[config.mk]
export PLATFORM = sky130hd
export DESIGN_NAME = pcs_sequencer
export DESIGN_NICKNAME = d
export VERILOG_FILES = /design/src/rtl/pcs_pkg.sv /design/src/rtl/pcs_phase_gen.sv /design/src/rtl/pcs_sequencer.sv
export SDC_FILE = /design/constraint.sdc
export NUM_CORES = 1
export LEC_CHECK = 0
export BUFFER_PORTS_ARGS = -buffer_cell sky130_fd_sc_hd__buf_2
export CORE_ASPECT_RATIO = 1.2
export CORE_UTILIZATION = 53
export CTS_BUF_LIST = sky130_fd_sc_hd__clkbuf_8
export CTS_CLUSTER_DIAMETER = 60
export CTS_CLUSTER_SIZE = 14
export DETAILED_ROUTE_END_ITERATION = 8
export MAX_ROUTING_LAYER = met4
export PLACE_DENSITY_LB_ADDON = 0.15
export SETUP_SLACK_MARGIN = 0.4
export SYNTH_ARGS = -nofsm -noshare
export SYNTH_HDL_FRONTEND = slang
export SYNTH_SLANG_ARGS = --single-unit
[constraint.sdc]
create_clock -name core_clk -period 5.3 [get_ports core_clk]
set_input_delay 0.53 -clock core_clk [delete_from_list [all_inputs] [get_ports core_clk]]
set_output_delay 0.53 -clock core_clk [all_outputs]
set_load 0.05 [all_outputs]
[src/rtl/pcs_pkg.sv]
// Constants, register map and carrier types of the program counter sequencer.
// Assumes one core clock that also serves as the system clock of the core.
package pcs_pkg;

    // ==========================================================
    // Widths and timing
    localparam int PC_W = 13;
    localparam int ADDR_W = 14;
    localparam int WORD_W = 16;
    localparam int PHASES = 4;
    localparam int CLK_PERIOD_NS = 50;
    localparam int STARTUP_PERIOD_TSYS = 1024;
    localparam int STARTUP_CYC = STARTUP_PERIOD_TSYS * CLK_PERIOD_NS / CLK_PERIOD_NS;

    // ==========================================================
    // Vectors
    localparam logic [PC_W-1:0] RESET_VEC = 13'h0000;
    localparam logic [PC_W-1:0] EXT_INT_VEC = 13'h0004;

    // ==========================================================
    // Register map: index, byte address is four times the index
    localparam logic [7:0] REG_BANK_IDX = 8'h04;
    localparam logic [7:0] REG_PCL_IDX = 8'h06;
    localparam logic [7:0] REG_STAT_IDX = 8'h08;
    localparam logic [7:0] BANK_RST = 8'h00;
    localparam int BANK_BIT = 5;
    localparam int STAT_BANK_BIT = 13;
    localparam int STAT_EXEC_BIT = 16;
    localparam int STAT_VALID_BIT = 17;
    localparam int STAT_HALT_BIT = 18;
    localparam int STAT_HOLD_BIT = 19;

    // ==========================================================
    // Carrier from the execute stage
    typedef struct packed {
        logic jump;
        logic call;
        logic ret;
        logic skip;
        logic int_ack;
        logic ext_int;
        logic halt;
        logic [PC_W-1:0] target;
        logic [PC_W-1:0] vector;
        logic [ADDR_W-1:0] stack_addr;
    } pcs_ctl_t;

endpackage : pcs_pkg

[src/rtl/pcs_phase_gen.sv]
// Four-phase generator splitting the system clock into instruction phases.
// Assumes a synchronous active-high reset on core_clk.
module pcs_phase_gen #(
    parameter int PHASES = pcs_pkg::PHASES
) (
    input wire logic core_clk,
    input wire logic reset,
    output logic [PHASES-1:0] phase,
    output logic last
);

    // ==========================================================
    // Elaboration check
    generate
        if (PHASES < 2) begin : g_bad_phases
            $error("pcs_phase_gen needs at least two phases");
        end
    endgenerate

    // ==========================================================
    // One-hot rotation, one phase per clock
    always_ff @(posedge core_clk) begin
        if (reset) begin
            phase <= PHASES'(1);
        end else begin
            phase <= {phase[PHASES-2:0], phase[PHASES-1]}; // RL1
        end
    end

    assign last = phase[PHASES-1];

endmodule : pcs_phase_gen

[src/rtl/pcs_sequencer.sv]
// Program counter, fetch/execute pipeline and register port of the core.
// Assumes a synchronous program ROM that answers within three clocks,
// an execute stage on core_clk driving ctl, and an Avalon-MM master.
//
// Local design decision: the Avalon-MM interface to the registers.

// How it works
// RL1: Four phases make one instruction cycle
// RL2: Fetch next word while current word executes
// RL3: Counter change costs one dummy cycle
// RL4: Thirteen-bit counter addresses 8192 words
// RL5: Counter increments after every fetch
// RL6: Jumps, writes, calls, interrupts, returns load
// RL7: Taken skip discards prefetched word
// RL8: Counter low byte readable, writable register
// RL9: Low byte write jumps within page
// RL10: Hold execution 1024 clocks after start
// RL11: Reset starts at address zero
// RL12: External interrupt vectors to 004H bank zero
// RL13: Jump takes bank bit from selector
// RL14: Return restores full fourteen-bit address
module pcs_sequencer #(
    parameter int STARTUP_CYC = pcs_pkg::STARTUP_CYC
) (
    input wire logic core_clk,
    input wire logic reset,
    input wire logic [7:0] avs_address,
    input wire logic avs_read,
    input wire logic avs_write,
    input wire logic [31:0] avs_writedata,
    input wire logic [3:0] avs_byteenable,
    output logic [31:0] avs_readdata,
    output logic avs_waitrequest,
    input wire pcs_pkg::pcs_ctl_t ctl,
    input wire logic wake_pin,
    output logic [pcs_pkg::ADDR_W-1:0] rom_addr,
    input wire logic [pcs_pkg::WORD_W-1:0] rom_data,
    output logic [pcs_pkg::WORD_W-1:0] exec_word,
    output logic exec_en,
    output logic [pcs_pkg::PHASES-1:0] phase,
    output logic halted
);

    localparam int HW = $clog2(STARTUP_CYC + 1);

    // ==========================================================
    // Elaboration check
    generate
        if (STARTUP_CYC < 1 || STARTUP_CYC > 65535) begin : g_bad_startup
            $error("STARTUP_CYC out of range");
        end
    endgenerate

    // ==========================================================
    // State
    logic last;
    logic [pcs_pkg::PC_W-1:0] pc_r;
    logic bank_r;
    logic [7:0] bank_sel_r;
    logic [pcs_pkg::WORD_W-1:0] exec_word_r;
    logic valid_r;
    logic exec_en_r;
    logic halted_r;
    logic [HW-1:0] hold_cnt_r;
    logic wake_s1_r;
    logic wake_s2_r;
    logic pcl_pend_r;
    logic [7:0] pcl_data_r;
    logic wait_r;
    logic [31:0] rdata_r;
    logic run;
    logic adv;
    logic go_int;
    logic go_ret;
    logic go_jmp;
    logic go_pcl;
    logic go_skip;
    logic go_halt;
    logic flush;
    logic accept;
    logic wr_pcl;

    // ==========================================================
    // Phase generator
    pcs_phase_gen #(
        .PHASES(pcs_pkg::PHASES)
    ) u_phase (
        .core_clk(core_clk),
        .reset(reset),
        .phase(phase),
        .last(last)
    );

    // ==========================================================
    // Decode helper
    function automatic logic reg_hit(input logic [7:0] addr, input logic [7:0] idx);
        reg_hit = (addr == {idx[5:0], 2'b00});
    endfunction : reg_hit

    // ==========================================================
    // Pipeline advance and transfer decode
    assign run = !halted_r && (hold_cnt_r == '0); // RL10
    assign adv = last && run && (exec_en_r || !valid_r); // RL1 RL2
    assign go_int = adv && ctl.int_ack; // RL6
    assign go_ret = adv && exec_en_r && ctl.ret && !go_int; // RL6
    assign go_jmp = adv && exec_en_r && (ctl.jump || ctl.call) && !go_int && !ctl.ret; // RL6
    assign go_pcl = adv && pcl_pend_r && !go_int && !go_ret && !go_jmp; // RL9
    assign go_skip = adv && exec_en_r && ctl.skip && !go_int && !go_ret && !go_jmp
        && !go_pcl; // RL7
    assign flush = go_int || go_ret || go_jmp || go_pcl || go_skip; // RL3
    assign go_halt = adv && exec_en_r && ctl.halt && !flush;

    // ==========================================================
    // Program counter
    always_ff @(posedge core_clk) begin
        if (reset) begin
            pc_r <= pcs_pkg::RESET_VEC; // RL11
        end else if (go_int) begin
            pc_r <= ctl.ext_int ? pcs_pkg::EXT_INT_VEC : ctl.vector; // RL12
        end else if (go_ret) begin
            pc_r <= ctl.stack_addr[pcs_pkg::PC_W-1:0]; // RL14
        end else if (go_jmp) begin
            pc_r <= ctl.target; // RL13
        end else if (go_pcl) begin
            pc_r <= {pc_r[pcs_pkg::PC_W-1:8], pcl_data_r}; // RL9
        end else if (adv) begin
            pc_r <= pcs_pkg::PC_W'(pc_r + 1'b1); // RL4 RL5
        end
    end

    // ==========================================================
    // Bank bit of the fetch address
    always_ff @(posedge core_clk) begin
        if (reset) begin
            bank_r <= 1'b0;
        end else if (go_int) begin
            bank_r <= 1'b0; // RL12
        end else if (go_ret) begin
            bank_r <= ctl.stack_addr[pcs_pkg::ADDR_W-1]; // RL14
        end else if (go_jmp) begin
            bank_r <= bank_sel_r[pcs_pkg::BANK_BIT]; // RL13
        end
    end

    assign rom_addr = {bank_r, pc_r};

    // ==========================================================
    // Execute slot
    always_ff @(posedge core_clk) begin
        if (reset) begin
            exec_word_r <= '0;
            valid_r <= 1'b0;
            exec_en_r <= 1'b0;
        end else if (adv) begin
            exec_word_r <= rom_data; // RL2
            valid_r <= !flush; // RL3 RL7
            exec_en_r <= !flush && !go_halt;
        end else if (last) begin
            exec_en_r <= run && valid_r;
        end
    end

    assign exec_word = exec_word_r;
    assign exec_en = exec_en_r;

    // ==========================================================
    // Halt, wake and start-up hold
    always_ff @(posedge core_clk) begin
        if (reset) begin
            wake_s1_r <= 1'b0;
            wake_s2_r <= 1'b0;
        end else begin
            wake_s1_r <= wake_pin;
            wake_s2_r <= wake_s1_r;
        end
    end

    always_ff @(posedge core_clk) begin
        if (reset) begin
            halted_r <= 1'b0;
        end else if (go_halt) begin
            halted_r <= 1'b1;
        end else if (halted_r && wake_s2_r) begin
            halted_r <= 1'b0;
        end
    end

    always_ff @(posedge core_clk) begin
        if (reset) begin
            hold_cnt_r <= HW'(STARTUP_CYC); // RL10
        end else if (halted_r && wake_s2_r) begin
            hold_cnt_r <= HW'(STARTUP_CYC); // RL10
        end else if (hold_cnt_r != '0) begin
            hold_cnt_r <= HW'(hold_cnt_r - 1'b1);
        end
    end

    assign halted = halted_r;

    // ==========================================================
    // Avalon-MM slave
    assign accept = (avs_read || avs_write) && wait_r;
    assign wr_pcl = avs_write && !wait_r && avs_byteenable[0]
        && reg_hit(avs_address, pcs_pkg::REG_PCL_IDX);

    always_ff @(posedge core_clk) begin
        if (reset) begin
            wait_r <= 1'b1;
        end else begin
            wait_r <= !accept;
        end
    end

    always_ff @(posedge core_clk) begin
        if (reset) begin
            rdata_r <= '0;
        end else if (accept && avs_read) begin
            if (reg_hit(avs_address, pcs_pkg::REG_PCL_IDX)) begin
                rdata_r <= {24'h000000, pc_r[7:0]}; // RL8
            end else if (reg_hit(avs_address, pcs_pkg::REG_BANK_IDX)) begin
                rdata_r <= {24'h000000, bank_sel_r};
            end else if (reg_hit(avs_address, pcs_pkg::REG_STAT_IDX)) begin
                rdata_r <= '0;
                rdata_r[pcs_pkg::PC_W-1:0] <= pc_r;
                rdata_r[pcs_pkg::STAT_BANK_BIT] <= bank_r;
                rdata_r[pcs_pkg::STAT_EXEC_BIT] <= exec_en_r;
                rdata_r[pcs_pkg::STAT_VALID_BIT] <= valid_r;
                rdata_r[pcs_pkg::STAT_HALT_BIT] <= halted_r;
                rdata_r[pcs_pkg::STAT_HOLD_BIT] <= (hold_cnt_r != '0);
            end else begin
                rdata_r <= '0;
            end
        end
    end

    assign avs_waitrequest = wait_r;
    assign avs_readdata = rdata_r;

    always_ff @(posedge core_clk) begin
        if (reset) begin
            bank_sel_r <= pcs_pkg::BANK_RST;
        end else if (avs_write && !wait_r && avs_byteenable[0]
                && reg_hit(avs_address, pcs_pkg::REG_BANK_IDX)) begin
            bank_sel_r <= avs_writedata[7:0];
        end
    end

    always_ff @(posedge core_clk) begin
        if (reset) begin
            pcl_pend_r <= 1'b0;
            pcl_data_r <= '0;
        end else if (wr_pcl) begin
            pcl_pend_r <= 1'b1; // RL8
            pcl_data_r <= avs_writedata[7:0];
        end else if (go_pcl) begin
            pcl_pend_r <= 1'b0;
        end
    end

    // ==========================================================
    // Checks
    logic [15:0] stall_cnt_r;

    always_ff @(posedge core_clk) begin
        if (reset || run) begin
            stall_cnt_r <= '0;
        end else if (stall_cnt_r != 16'hFFFF) begin
            stall_cnt_r <= 16'(stall_cnt_r + 1'b1);
        end
    end
endmodule : pcs_sequencer

Word level (Yosys, flattened, before mapping) --
Cells that the tools add are included.
Word-level totals: flip-flop bits (word level) 100
Operators by class: add/subtract/negate cells 2, equal/unequal tests 4, mux-type cells 17, reductions and logical operators 59
Operators by type and width (number):
- 13-bit two-way mux | 6
- 20-bit two-way mux | 3
- 1-bit logical AND | 30
- 8-bit by 5-bit == test with 1-bit output, second input constant | 2
- 13-bit by 1-bit adder with 13-bit output, second input constant | 1
- 1-bit logical NOT | 11
- 11-bit logical NOT | 1
- 11-bit nonzero test | 1
- 11-bit by 1-bit subtractor with 11-bit output, second input constant | 1
- 8-bit by 6-bit == test with 1-bit output, second input constant | 1
- 1-bit two-way mux | 8
- 2-bit nonzero test | 4
- 1-bit logical OR | 7
- 5-bit nonzero test | 1
- 4-bit inequality test, second input constant | 1
- 4-bit nonzero test | 1
- 2-bit OR reduction | 2
- 2-bit AND reduction | 1

Depth between registers and ports, before layout --
Gate-level depths: netlist of the first run.
depth after elaboration 18, gate-level depth with buffers 10, mapped depth without buffers 8

Cells and area by module --
From an unflattened synthesis of the first run, not the netlist that was laid out.
Second synthesis, totals: cells, all modules 500, area total of the unflattened synthesis 4275.4 sq um
Modules (own cells, without submodules):
- pcs_sequencer | instances 1, cells an instance 491, area each 4155.2 sq um, sequential area each 1641.6 sq um
- pcs_phase_gen | instances 1, cells an instance 9, area each 120.1 sq um, sequential area each 80.1 sq um

Worst setup path before layout of the first run --
No wires, ideal clock.
kind register to register, from register exec_en_r (netlist: exec_en), to register pc_r[3] (netlist bit), setup time 0.130 ns, data arrival time 2.179 ns, data required time 5.170 ns, slack 2.991 ns, stages on the path, launching flop included 9, path buffers 2, cell sequence dfxtp_1 clkbuf_1 nand2b_1 and3_1 clkbuf_1 nand2_1 or4b_1 a21oi_1 o22ai_1
On the way: cells in the longest elaborated chain, start to end 12
Ends and longest elaborated chain:
- from (decl) | RTL line pcs_sequencer.sv:62 | logic exec_en_r;
- from (signal assigned) | RTL line pcs_sequencer.sv:157 | exec_en_r <= !flush && !go_halt;
- from (signal assigned) | RTL line pcs_sequencer.sv:159 | exec_en_r <= run && valid_r;
- 1-bit logical OR | RTL line pcs_sequencer.sv:103 | assign adv = last && run && (exec_en_r || !valid_r);
- 1-bit logical AND | RTL line pcs_sequencer.sv:103
- 1-bit logical AND, on equally long branches | RTL line pcs_sequencer.sv:105, pcs_sequencer.sv:106, pcs_sequencer.sv:104
- 1-bit logical AND, or another cell as far along | RTL line pcs_sequencer.sv:105 | assign go_ret = adv && exec_en_r && ctl.ret && !go_int;
- 1-bit logical AND, on equally long branches | RTL line pcs_sequencer.sv:105, pcs_sequencer.sv:106
- 1-bit logical NOT / 1-bit logical AND (equally long branches) | RTL line pcs_sequencer.sv:107, pcs_sequencer.sv:106
- 1-bit logical AND / 1-bit logical NOT (equally long branches) | RTL line pcs_sequencer.sv:107 | assign go_pcl = adv && pcl_pend_r && !go_int && !go_ret && !go_jmp;
- 1-bit logical AND | RTL line pcs_sequencer.sv:107
- 13-bit two-way mux | RTL line pcs_sequencer.sv:124 | end else if (go_pcl) begin
- 13-bit two-way mux | RTL line pcs_sequencer.sv:122 | end else if (go_jmp) begin
- 13-bit two-way mux | RTL line pcs_sequencer.sv:120 | end else if (go_ret) begin
- 13-bit two-way mux | RTL line pcs_sequencer.sv:118 | end else if (go_int) begin
- to (signal assigned) | RTL line pcs_sequencer.sv:119 | pc_r <= ctl.ext_int ? pcs_pkg::EXT_INT_VEC : ctl.vector;
- to (signal assigned) | RTL line pcs_sequencer.sv:121 | pc_r <= ctl.stack_addr[pcs_pkg::PC_W-1:0];
- to (signal assigned) | RTL line pcs_sequencer.sv:123 | pc_r <= ctl.target;
- to (decl) | RTL line pcs_sequencer.sv:57 | logic [pcs_pkg::PC_W-1:0] pc_r;
Parallel ways exist; a longest one is shown, timed or not. The select of a mux whose other input is x is not followed. A chain may end at the register's enable or synchronous reset.

Worst setup path in the final report of the first run --
from register hold_cnt_r[0], to register pc_r[3] (netlist bit)
On the way: cells in the longest elaborated chain, start to end 14
Ends and longest elaborated chain:
- from (decl) | RTL line pcs_sequencer.sv:64 | logic [HW-1:0] hold_cnt_r;
- from (signal assigned) | RTL line pcs_sequencer.sv:190 | hold_cnt_r <= HW'(STARTUP_CYC);
- from (signal assigned) | RTL line pcs_sequencer.sv:192 | hold_cnt_r <= HW'(STARTUP_CYC);
- from (signal assigned) | RTL line pcs_sequencer.sv:194 | hold_cnt_r <= HW'(hold_cnt_r - 1'b1);
- 11-bit logical NOT * | RTL line pcs_sequencer.sv:102 | assign run = !halted_r && (hold_cnt_r == '0);
- 1-bit logical AND * | RTL line pcs_sequencer.sv:102
- 1-bit logical AND * (2 in series) | RTL line pcs_sequencer.sv:103
- 1-bit logical AND, on equally long branches | RTL line pcs_sequencer.sv:105, pcs_sequencer.sv:106, pcs_sequencer.sv:104
- 1-bit logical AND, or another cell as far along | RTL line pcs_sequencer.sv:105
- 1-bit logical AND, on equally long branches | RTL line pcs_sequencer.sv:105, pcs_sequencer.sv:106
- 1-bit logical NOT / 1-bit logical AND (equally long branches) | RTL line pcs_sequencer.sv:107, pcs_sequencer.sv:106
- 1-bit logical AND / 1-bit logical NOT (equally long branches) | RTL line pcs_sequencer.sv:107
- 1-bit logical AND | RTL line pcs_sequencer.sv:107
- 13-bit two-way mux | RTL line pcs_sequencer.sv:124
- 13-bit two-way mux | RTL line pcs_sequencer.sv:122
- 13-bit two-way mux | RTL line pcs_sequencer.sv:120
- 13-bit two-way mux | RTL line pcs_sequencer.sv:118
Every way passes the cells marked *; elsewhere a longest branch is shown, timed or not. The select of a mux whose other input is x is not followed.

==> metrics.txt, run 1 <==
crit-path cells inv_1, ha_1, nor4b_4, and3_1, nand2_1, or4b_1, a21oi_1, o22ai_1; Pleak 2.222 nW; clk slew on worst S/H paths 100 ps; largest net degree at the start of global routing 72; die area 8308 µm²; slew margin rel. 0.1758; first-pass GRT wire length 18.11 mm; clock latency at the later pin of the worst-skew pair 370 ps; # resized after CTS 0; Die X 83.38 µm; r2r setup slk 2120 ps; hold buffer count at CTS 0; vias in the first global route 3804; fin crit share 0.5993; Design Power 1.528 mW; CP endpoint kind flop; initial core utilization 0.5464; drt pass-1 iters 5; initial DRC count 232; # DRC 0; Setup crit start kind flop; ys flop type dfxtp_1; Worst Skew 11.56 ps; FF+latch count, synth 86; Net count, final 736; buffer depth of the longest clock path 2; WL/cell 15.72 µm; io pins 181; fin. max-slew vios 0; Yosys cell types 67; clock root cell clkbuf_8; vias per cell 5.726; drt total wl 11.28 mm; final non-filler cell total 718; count of flip-flops with a built-in enable after synthesis 0; peak fanout along the critical path 32; diodes inserted 0; Synth async-reset ratio 0; hpwl dp 8.008 mm; TritonCTS clock tree done; global placement routability congestion 0.8809; grt ovf 0; Achievable Freq 314.8 MHz; final instance area 5041 µm²; GRT Total Usage 0.2802; placed insts 702; syn avg cell area 8.457 µm²; fraction of layout cells with a size suffix above 1 0.2812; min cycle time layout 3176 ps; total CTS buffers 9; routed vias 4111; Warnings, synthesis 0; worst stage delay on the critical path 730 ps; Finish-stage setup viols 0; Peak VDD IR 0.3108 mV; Placeable Area 7707 µm²; slew of the pin with the lowest slew margin 1226 ps; Synth Instances 498; worst slack at placement 2156 ps; WP data required 5530 ps; min-delay worst type input pin to flop; Syn-to-layout area delta 19.70%; worst hold margin 368.0 ps; post-CTS setup buffer count 0; crit path DAT 3400 ps; Post-DRT Antenna Nets 0; CP delay by family, top simple AND/OR/NAND/NOR gates; Post-Place Cell Area 4861 µm²; cell area after synthesis 4212 µm²; Sum Neg Setup Slack 0 ps; status complete, no violations; WP buf/inv 1; RSZ-0062 raised after global routing false; Critical-path top delay cell or4b_1; die height 99.65 µm; Seq/Total Area, Yosys 0.4088; final core utilization 0.6541; CP Class flop to flop; Port Buffer Count 139; Pwr Density 303.0 nW/µm²; post-route setup slack 2124 ps; maxcap violations 0; CTS H-tree lvls 3; CTS Sinks 86; endpoints failing hold 0; initial antenna violation count 0; row count 35
==> cell usage after synthesis, types with 7 or more instances <==
| master | instances | share of area |
|---|---|---|
| o21ai_0 | 8 | 0.0095 |
| nand2_1 | 56 | 0.050 |
| nor3_1 | 22 | 0.026 |
| clkbuf_1 | 20 | 0.018 |
| mux2i_1 | 17 | 0.040 |
| xnor2_1 | 8 | 0.017 |
| nor2b_1 | 7 | 0.010 |
| dfxtp_1 | 86 | 0.41 |
| buf_4 | 18 | 0.032 |
| nand3_1 | 14 | 0.017 |
| a22oi_1 | 12 | 0.021 |
| xor2_1 | 8 | 0.017 |
| nor2_1 | 67 | 0.060 |
| a21oi_1 | 40 | 0.048 |
| a221oi_1 | 10 | 0.021 |
| nand3b_1 | 7 | 0.012 |
==> flip-flops by register name, summed over array words and instances (netlist names), 4 cells and up <==
name / count
pc_r: 13
hold_cnt_r: 11
bank_sel_r: 8
pcl_data_r: 8
u_phase.phase: 4
avs_readdata: 18
exec_word: 16
==> cell type report <==
type	instances	area (µm²)
fillers	715	2666
clock buffers	9	123.9
flip-flops and latches	86	1722
well taps	92	115.1
repair buffers	142	718.2
inverters	6	22.52
clock inverters	7	56.30
multi-input cells	376	2283
==> path summary, 6_finish.rpt <==
path | from | to | cells after the start
hold / removal | ctl[37] | pc_r[10] | 2
setup reg to reg | hold_cnt_r[0] | pc_r[3] | 8
hold reg to reg | wake_s1_r | wake_s2_r | 1
setup / recovery | hold_cnt_r[0] | pc_r[3] | 8
==> report_power, final <==
part | internal (mW) | leakage [nW] | switching [mW]
sequential | 0.692 | 0.698 | 0.0565
combinational | 0.136 | 1.43 | 0.205
clock | 0.177 | 0.0964 | 0.261
total | 1.00 | 2.22 | 0.523
==> cells in the final DEF (no fill, tap or decap), drive strengths merged, types with 8 or more instances in the layout <==
| master | instances |
|---|---|
| xor2 | 8 |
| clkbuf | 9 |
| a221oi | 11 |
| mux2i | 17 |
| nand3 | 15 |
| buf | 142 |
| o21ai | 8 |
| a21oi | 40 |
| nand2 | 56 |
| conb | 14 |
| nor3 | 26 |
| nor2 | 67 |
| xnor2 | 8 |
| a22oi | 12 |
| dfxtp | 86 |
| inv | 10 |
==> routing by layer <==
layer / routed length (µm) / track usage
met5: 0 / -
met4: 278 / 0.1260
met3: 750 / 0.04232
met2: 5646 / 0.4760
met1: 4608 / 0.3278
==> logic make-up (layout without fill, tap and decap cells) <==
| logic type | Yosys count | in the layout | synth area share |
|---|---|---|---|
| adders and majority gates | 3 | 3 | 0.008914 |
| other | 1 | 14 | 0.0008904 |
| AOI/OAI and AO/OA | 104 | 104 | 0.1670 |
| muxes | 22 | 22 | 0.05377 |
| xor gates and xnor gates | 16 | 16 | 0.03328 |
| and+or+nand+nor | 217 | 217 | 0.2653 |
| buffers and inverters | 49 | 164 | 0.06209 |
| DFF | 86 | 86 | 0.4088 |
No activity file was read; power rests on OpenSTA's default activity.
==> inputs of run 2 (changes only) <==
--- a/config.mk
+++ b/config.mk
@@ -7,7 +7,7 @@
 export LEC_CHECK = 0
 export BUFFER_PORTS_ARGS = -buffer_cell sky130_fd_sc_hd__buf_2
 export CORE_ASPECT_RATIO = 1.2
-export CORE_UTILIZATION = 53
+export CORE_UTILIZATION = 49
 export CTS_BUF_LIST = sky130_fd_sc_hd__clkbuf_8
 export CTS_CLUSTER_DIAMETER = 60
 export CTS_CLUSTER_SIZE = 14
==> constraint.sdc (replaced) <==
create_clock -name core_clk -period 3.2 [get_ports core_clk]
set_input_delay 0.32 -clock core_clk [delete_from_list [all_inputs] [get_ports core_clk]]
set_output_delay 0.32 -clock core_clk [all_outputs]
set_load 0.05 [all_outputs]
==> run 2 against run 1 <==
Net effect: critical path depth fell by 2; setup slack got worse by 1500 ps; power rose by 76%; global-route usage fell by 0.35 points; hold slack got worse by 220 ps; fmax rose by 23%; critical path type unchanged; critical endpoint is now pc_r[5].
==> metrics.txt, run 2 (synthesized netlist as in run 1, its figures left out) <==
hold depth 3 (was 2); CTS Sinks 86 (unchanged); clock root cell clkbuf_8 (unchanged); endpoints failing hold 0 (unchanged); P_sw 833.1 µW (was 523.1 µW); diodes inserted 0 (unchanged); min-delay worst type input pin to flop (unchanged); Achievable Freq 387.8 MHz (was 314.8 MHz); initial antenna violation count 0 (unchanged); maxcap violations 0 (unchanged); global placement routability congestion 0.8682 (was 0.8809); post-CTS setup buffer count 0 (unchanged); r2r worst-path depth 6 (was 8); TritonCTS clock tree done (unchanged); CP endpoint kind flop (unchanged); clock latency at the later pin of the worst-skew pair 370 ps (about the same); initial core utilization 0.5109 (was 0.5464); min cycle time layout 2579 ps (was 3176 ps); Finish-stage setup viols 0 (unchanged); Port Buffer Count 139 (unchanged); fin crit share 0.8059 (was 0.5993); vias per cell 5.552 (was 5.726); hpwl dp 8.481 mm (was 8.008 mm); sw frac 0.3102 (was 0.3424); Pleak 2.267 nW (was 2.222 nW); Die X 86.63 µm (was 83.38 µm); io pins 181 (unchanged); status complete, no violations (unchanged); Post-Place Cell Area 4926 µm² (was 4861 µm²); crit-path cells or4_4, or3_4, nor3_4, buf_4, o211ai_1, a311oi_1 (was inv_1, ha_1, nor4b_4, and3_1, nand2_1, or4b_1, a21oi_1, o22ai_1); Peak VDD IR 0.4285 mV (was 0.3108 mV); crit path DAT 2860 ps (was 3400 ps); Placeable Area 8243 µm² (was 7707 µm²); Syn-to-layout area delta 22.49% (was 19.70%); first-pass GRT wire length 18.77 mm (was 18.11 mm); die area 8971 µm² (was 8308 µm²); Critical-path top delay cell or4_4 (was or4b_1); power share of the combinational group 0.211 (was 0.223); slew margin rel. 0.4196 (was 0.1758); WL/cell 15.65 µm (was 15.72 µm); # resized after CTS 0 (unchanged); peak fanout along the critical path 19 (was 32); die height 103.6 µm (was 99.65 µm); Worst Skew 9.969 ps (was 11.56 ps); Net count, final 741 (was 736); Post-DRT Antenna Nets 0 (unchanged); highest-count cells in the layout ignoring fill and taps 139 x buf_2, 86 x dfxtp_1, 67 x nor2_1 (unchanged); max FFs per register 18 (unchanged); drt total wl 11.66 mm (was 11.28 mm); Pwr Density 520.7 nW/µm² (was 303.0 nW/µm²); most common cell after layout, fill and taps aside buf_2 (unchanged); RSZ-0062 raised after global routing false (unchanged); largest net degree at the start of global routing 44 (was 72); sequential fraction of design power 0.461 (was 0.490); final instance area 5159 µm² (was 5041 µm²); routed vias 4136 (was 4111); Sum Neg Setup Slack 0 ps (unchanged); total CTS buffers 9 (unchanged); fraction of layout cells with a size suffix above 1 0.2884 (was 0.2812); vias in the first global route 3966 (was 3804); WP data required 3480 ps (was 5530 ps); clock power share 0.328 (was 0.287); row count 36 (was 35); clk slew on worst S/H paths 90 ps (was 100 ps); buffer depth of the longest clock path 2 (unchanged); CP Class flop to flop (unchanged); CTS H-tree lvls 3 (unchanged); initial DRC count 317 (was 232); drt pass-1 iters 5 (unchanged); fin. max-slew vios 0 (unchanged); grt ovf 0 (unchanged); # DRC 0 (unchanged); worst stage delay on the critical path 580 ps (was 730 ps); hold buffer count at CTS 0 (unchanged); Setup crit start kind flop (unchanged); Int Power 1.853 mW (was 1.004 mW); GRT Total Usage 0.2766 (was 0.2802); slew of the pin with the lowest slew margin 867.4 ps (was 1226 ps)
-- run 2: per-layer routing --
layer | track usage | share of wire | routed length, µm
met1 | 0.3227 | 0.42 | 4881
met2 | 0.4575 | 0.49 | 5742
met3 | 0.05418 | 0.061 | 708
met4 | 0.1202 | 0.028 | 329
met5 | - | 0 | 0
-- run 2: worst max-delay path, delay by kind of cell (launching register included) --
| kind | cells | cell delay [ps] |
|---|---|---|
| buffers and inverters | 1 | 330 |
| flip-flops | 1 | 360 |
| AO/OA/AOI/OAI | 2 | 320 |
| AND/OR/NAND/NOR | 3 | 1470 |
-- run 2: area by class of cell --
type                       count  area (µm²)
tap                          114       142.6
multi-input combinational    376        2283
clock inverter                 5       81.33
sequential                    86        1722
clock buffer                  11       151.4
timing repair buffer         147       755.7
inverter                       6       22.52
fill                         758        3084
-- run 2: through the flow --
stage / hold WS, ps / total power, mW / setup slack, ps / utilization / std cells
finish: 149.4 / 2.686 / 621.2 / 0.6258 / 745
detailed placement: 429.7 / 1.830 / 637.9 / 0.5976 / 729
global placement: 422.6 / 1.807 / 707.5 / 0.5976 / 729
CTS: 138.4 / 2.705 / 616.3 / 0.6258 / 745
floorplan: 413.8 / 1.685 / 890.6 / - / 511
global route: 141.1 / 2.824 / 447.5 / 0.6258 / 745
-- run 2: final timing paths --
kind | to | start | slack [ps]
max reg2reg | pc_r[5] | hold_cnt_r[2] | 620
min | pc_r[9] | ctl[36] | 150
min reg2reg | wake_s2_r | wake_s1_r | 440
max | pc_r[5] | hold_cnt_r[2] | 620
-- run 2: power groups by stage --
| stage | sequential (mW) | clock, mW | combinational (mW) |
|---|---|---|---|
| detailed placement | 1.27 | 0 | 0.565 |
| CTS | 1.24 | 0.898 | 0.568 |
| finish | 1.24 | 0.880 | 0.567 |
| global route | 1.25 | 0.949 | 0.622 |
| floorplan | 1.29 | 0 | 0.398 |
| global placement | 1.26 | 0 | 0.548 |
==> inputs of run 3 (changes only) <==
==> constraint.sdc (replaced) <==
create_clock -name core_clk -period 2.5 [get_ports core_clk]
set_input_delay 0.25 -clock core_clk [delete_from_list [all_inputs] [get_ports core_clk]]
set_output_delay 0.25 -clock core_clk [all_outputs]
set_load 0.05 [all_outputs]
==> run 3 against run 2 <==
Net effect: register-to-register slack got worse by 410 ps; final cell count rose by 3.9%; count of clock-buffer cells in the layout fell by 1; utilization rose by 5.7 points; combinational power rose by 110%; sequential power rose by 28%; clock power rose by 11%; global-route usage rose by 0.86 points; non-clock buffer count rose by 30; critical path depth did not move; flip-flop and latch count did not move; power rose by 39%; largest cell class unchanged.
==> metrics.txt, run 3 (synthesized netlist as in run 1, its figures left out) <==
clk slew on worst S/H paths 90 ps (about the same); maxcap violations 0 (unchanged); Placeable Area 8243 µm² (unchanged); # DRC 0 (unchanged); Worst Skew 11.79 ps (was 9.969 ps); Sum Neg Setup Slack 0 ps (unchanged); flip-flop and latch area 1732 µm² (was 1722 µm²); vias in the first global route 4026 (was 3966); Critical-path top delay cell or4_4 (unchanged); Finish-stage setup viols 0 (unchanged); slew of the pin with the lowest slew margin 707.7 ps (was 867.4 ps); CTS Sinks 86 (unchanged); slew margin rel. 0.5282 (was 0.4196); min cycle time layout 2287 ps (was 2579 ps); multi-input combinational cell area 2479 µm² (was 2283 µm²); clock root cell clkbuf_8 (unchanged); crit-path cells or4_4, or3_4, nor3_4, nand2b_1, a221oi_1, a21oi_1 (was or4_4, or3_4, nor3_4, buf_4, o211ai_1, a311oi_1); max FFs per register 18 (unchanged); grt ovf 0 (unchanged); fin. max-slew vios 0 (unchanged); Setup crit start kind flop (unchanged); GRT Total Usage 0.2852 (was 0.2766); diodes inserted 0 (unchanged); worst stage delay on the critical path 560 ps (was 580 ps); min-delay worst type input pin to flop (unchanged); Net count, final 771 (was 741); RSZ-0062 raised after global routing true (was false); initial antenna violation count 0 (unchanged); CTS H-tree lvls 3 (unchanged); global placement routability congestion 0.8495 (was 0.8682); TritonCTS clock tree done (unchanged); Pwr Density 663.7 nW/µm² (was 520.7 nW/µm²); die area 8971 µm² (unchanged); Port Buffer Count 139 (unchanged); fin crit share 0.9149 (was 0.8059); Post-DRT Antenna Nets 0 (unchanged); routed vias 4293 (was 4136); die height 103.6 µm (unchanged); initial core utilization 0.5109 (unchanged); r2r setup slk 210 ps (was 620 ps); row count 36 (unchanged); hold buffer count at CTS 0 (unchanged); vias per cell 5.547 (was 5.552); CP endpoint kind flop (unchanged); initial DRC count 253 (was 317); peak fanout along the critical path 5 (was 19); crit path DAT 2520 ps (was 2860 ps); highest-count cells in the layout ignoring fill and taps 139 x buf_2, 80 x dfxtp_1, 67 x nor2_1 (was 139 x buf_2, 86 x dfxtp_1, 67 x nor2_1); Pleak 2.481 nW (was 2.267 nW); largest net degree at the start of global routing 70 (was 44); WP buf/inv 0 (was 1); buffer depth of the longest clock path 2 (unchanged); Achievable Freq 437.2 MHz (was 387.8 MHz); # fillers 704 (was 758); hpwl dp 8.961 mm (was 8.481 mm); WL/cell 16.36 µm (was 15.65 µm); endpoints failing hold 0 (unchanged); clock latency at the later pin of the worst-skew pair 360 ps (was 370 ps); drt pass-1 iters 5 (unchanged); Die X 86.63 µm (unchanged); CP delay by family, top simple AND/OR/NAND/NOR gates (unchanged); CP Class flop to flop (unchanged); io pins 181 (unchanged); Peak VDD IR 0.7183 mV (was 0.4285 mV); first-pass GRT wire length 19.44 mm (was 18.77 mm); drt total wl 12.66 mm (was 11.66 mm); Post-Place Cell Area 5044 µm² (was 4926 µm²); status complete, no violations (unchanged); WP data required 2740 ps (was 3480 ps); most common cell after layout, fill and taps aside buf_2 (unchanged); Syn-to-layout area delta 33.60% (was 22.49%); total CTS buffers 9 (unchanged); final instance area 5627 µm² (was 5159 µm²); fraction of layout cells with a size suffix above 1 0.3879 (was 0.2884)
[run 3: layer usage]
metal	track usage	part of all wire	vias up
met2	0.4966	0.52	179
li1	-	-	2076
met5	-	0	-
met1	0.3226	0.40	2019
met4	0.1012	0.017	0
met3	0.05179	0.066	19
[run 3: path summary, 6_finish.rpt]
kind	depth (start not counted)	endpoint	start
min reg2reg	2	exec_word[10]	exec_word[10]
max reg2reg	6	pc_r[2]	hold_cnt_r[5]
max	6	pc_r[2]	hold_cnt_r[5]
min	3	pc_r[9]	ctl[36]
[run 3: report_power, final]
part | switching (mW) | total, mW | internal, mW
Sequential | 0.121 | 1.59 | 1.47
Clock | 0.497 | 0.974 | 0.477
Combinational | 0.603 | 1.17 | 0.563
[run 3: worst min-delay path: cells and delay by family]
family | cells | cell delay [ps]
buffers and inverters | 1 | 70
AND/OR/NAND/NOR | 2 | 100
[run 3: repair_timing]
item / CTS / global route
pin swaps: 35 / 6
hold endpoints to repair: 0 / 0
gates resized for setup: 43 / 17
setup endpoints to repair: 35 / 35
setup buffers: 14 / 4
cloned: 1 / 0
[run 3: stage by stage]
stage / cells / worst slack [ps] / hold slack (ps) / power [mW] / util
final: 774 / 212.7 / 87.70 / 3.734 / 0.6826
after global placement: 740 / 163.2 / 418.3 / 2.367 / 0.6119
after CTS: 770 / 218.7 / 80.02 / 3.625 / 0.6691
after detailed placement: 740 / 125.1 / 439.6 / 2.394 / 0.6119
after global routing: 774 / 141.6 / 99.22 / 3.889 / 0.6826
after floorplan: 511 / 346.5 / 365.9 / 2.179 / -
[run 3: final cells by class]
type,count,area share
multi-input cells,376,0.4405
flip-flops and latches,86,0.3078
repair buffers,177,0.1883
well taps,114,0.02535
clock buffers,10,0.02446
clock inverters,5,0.009117
inverters,6,0.004447
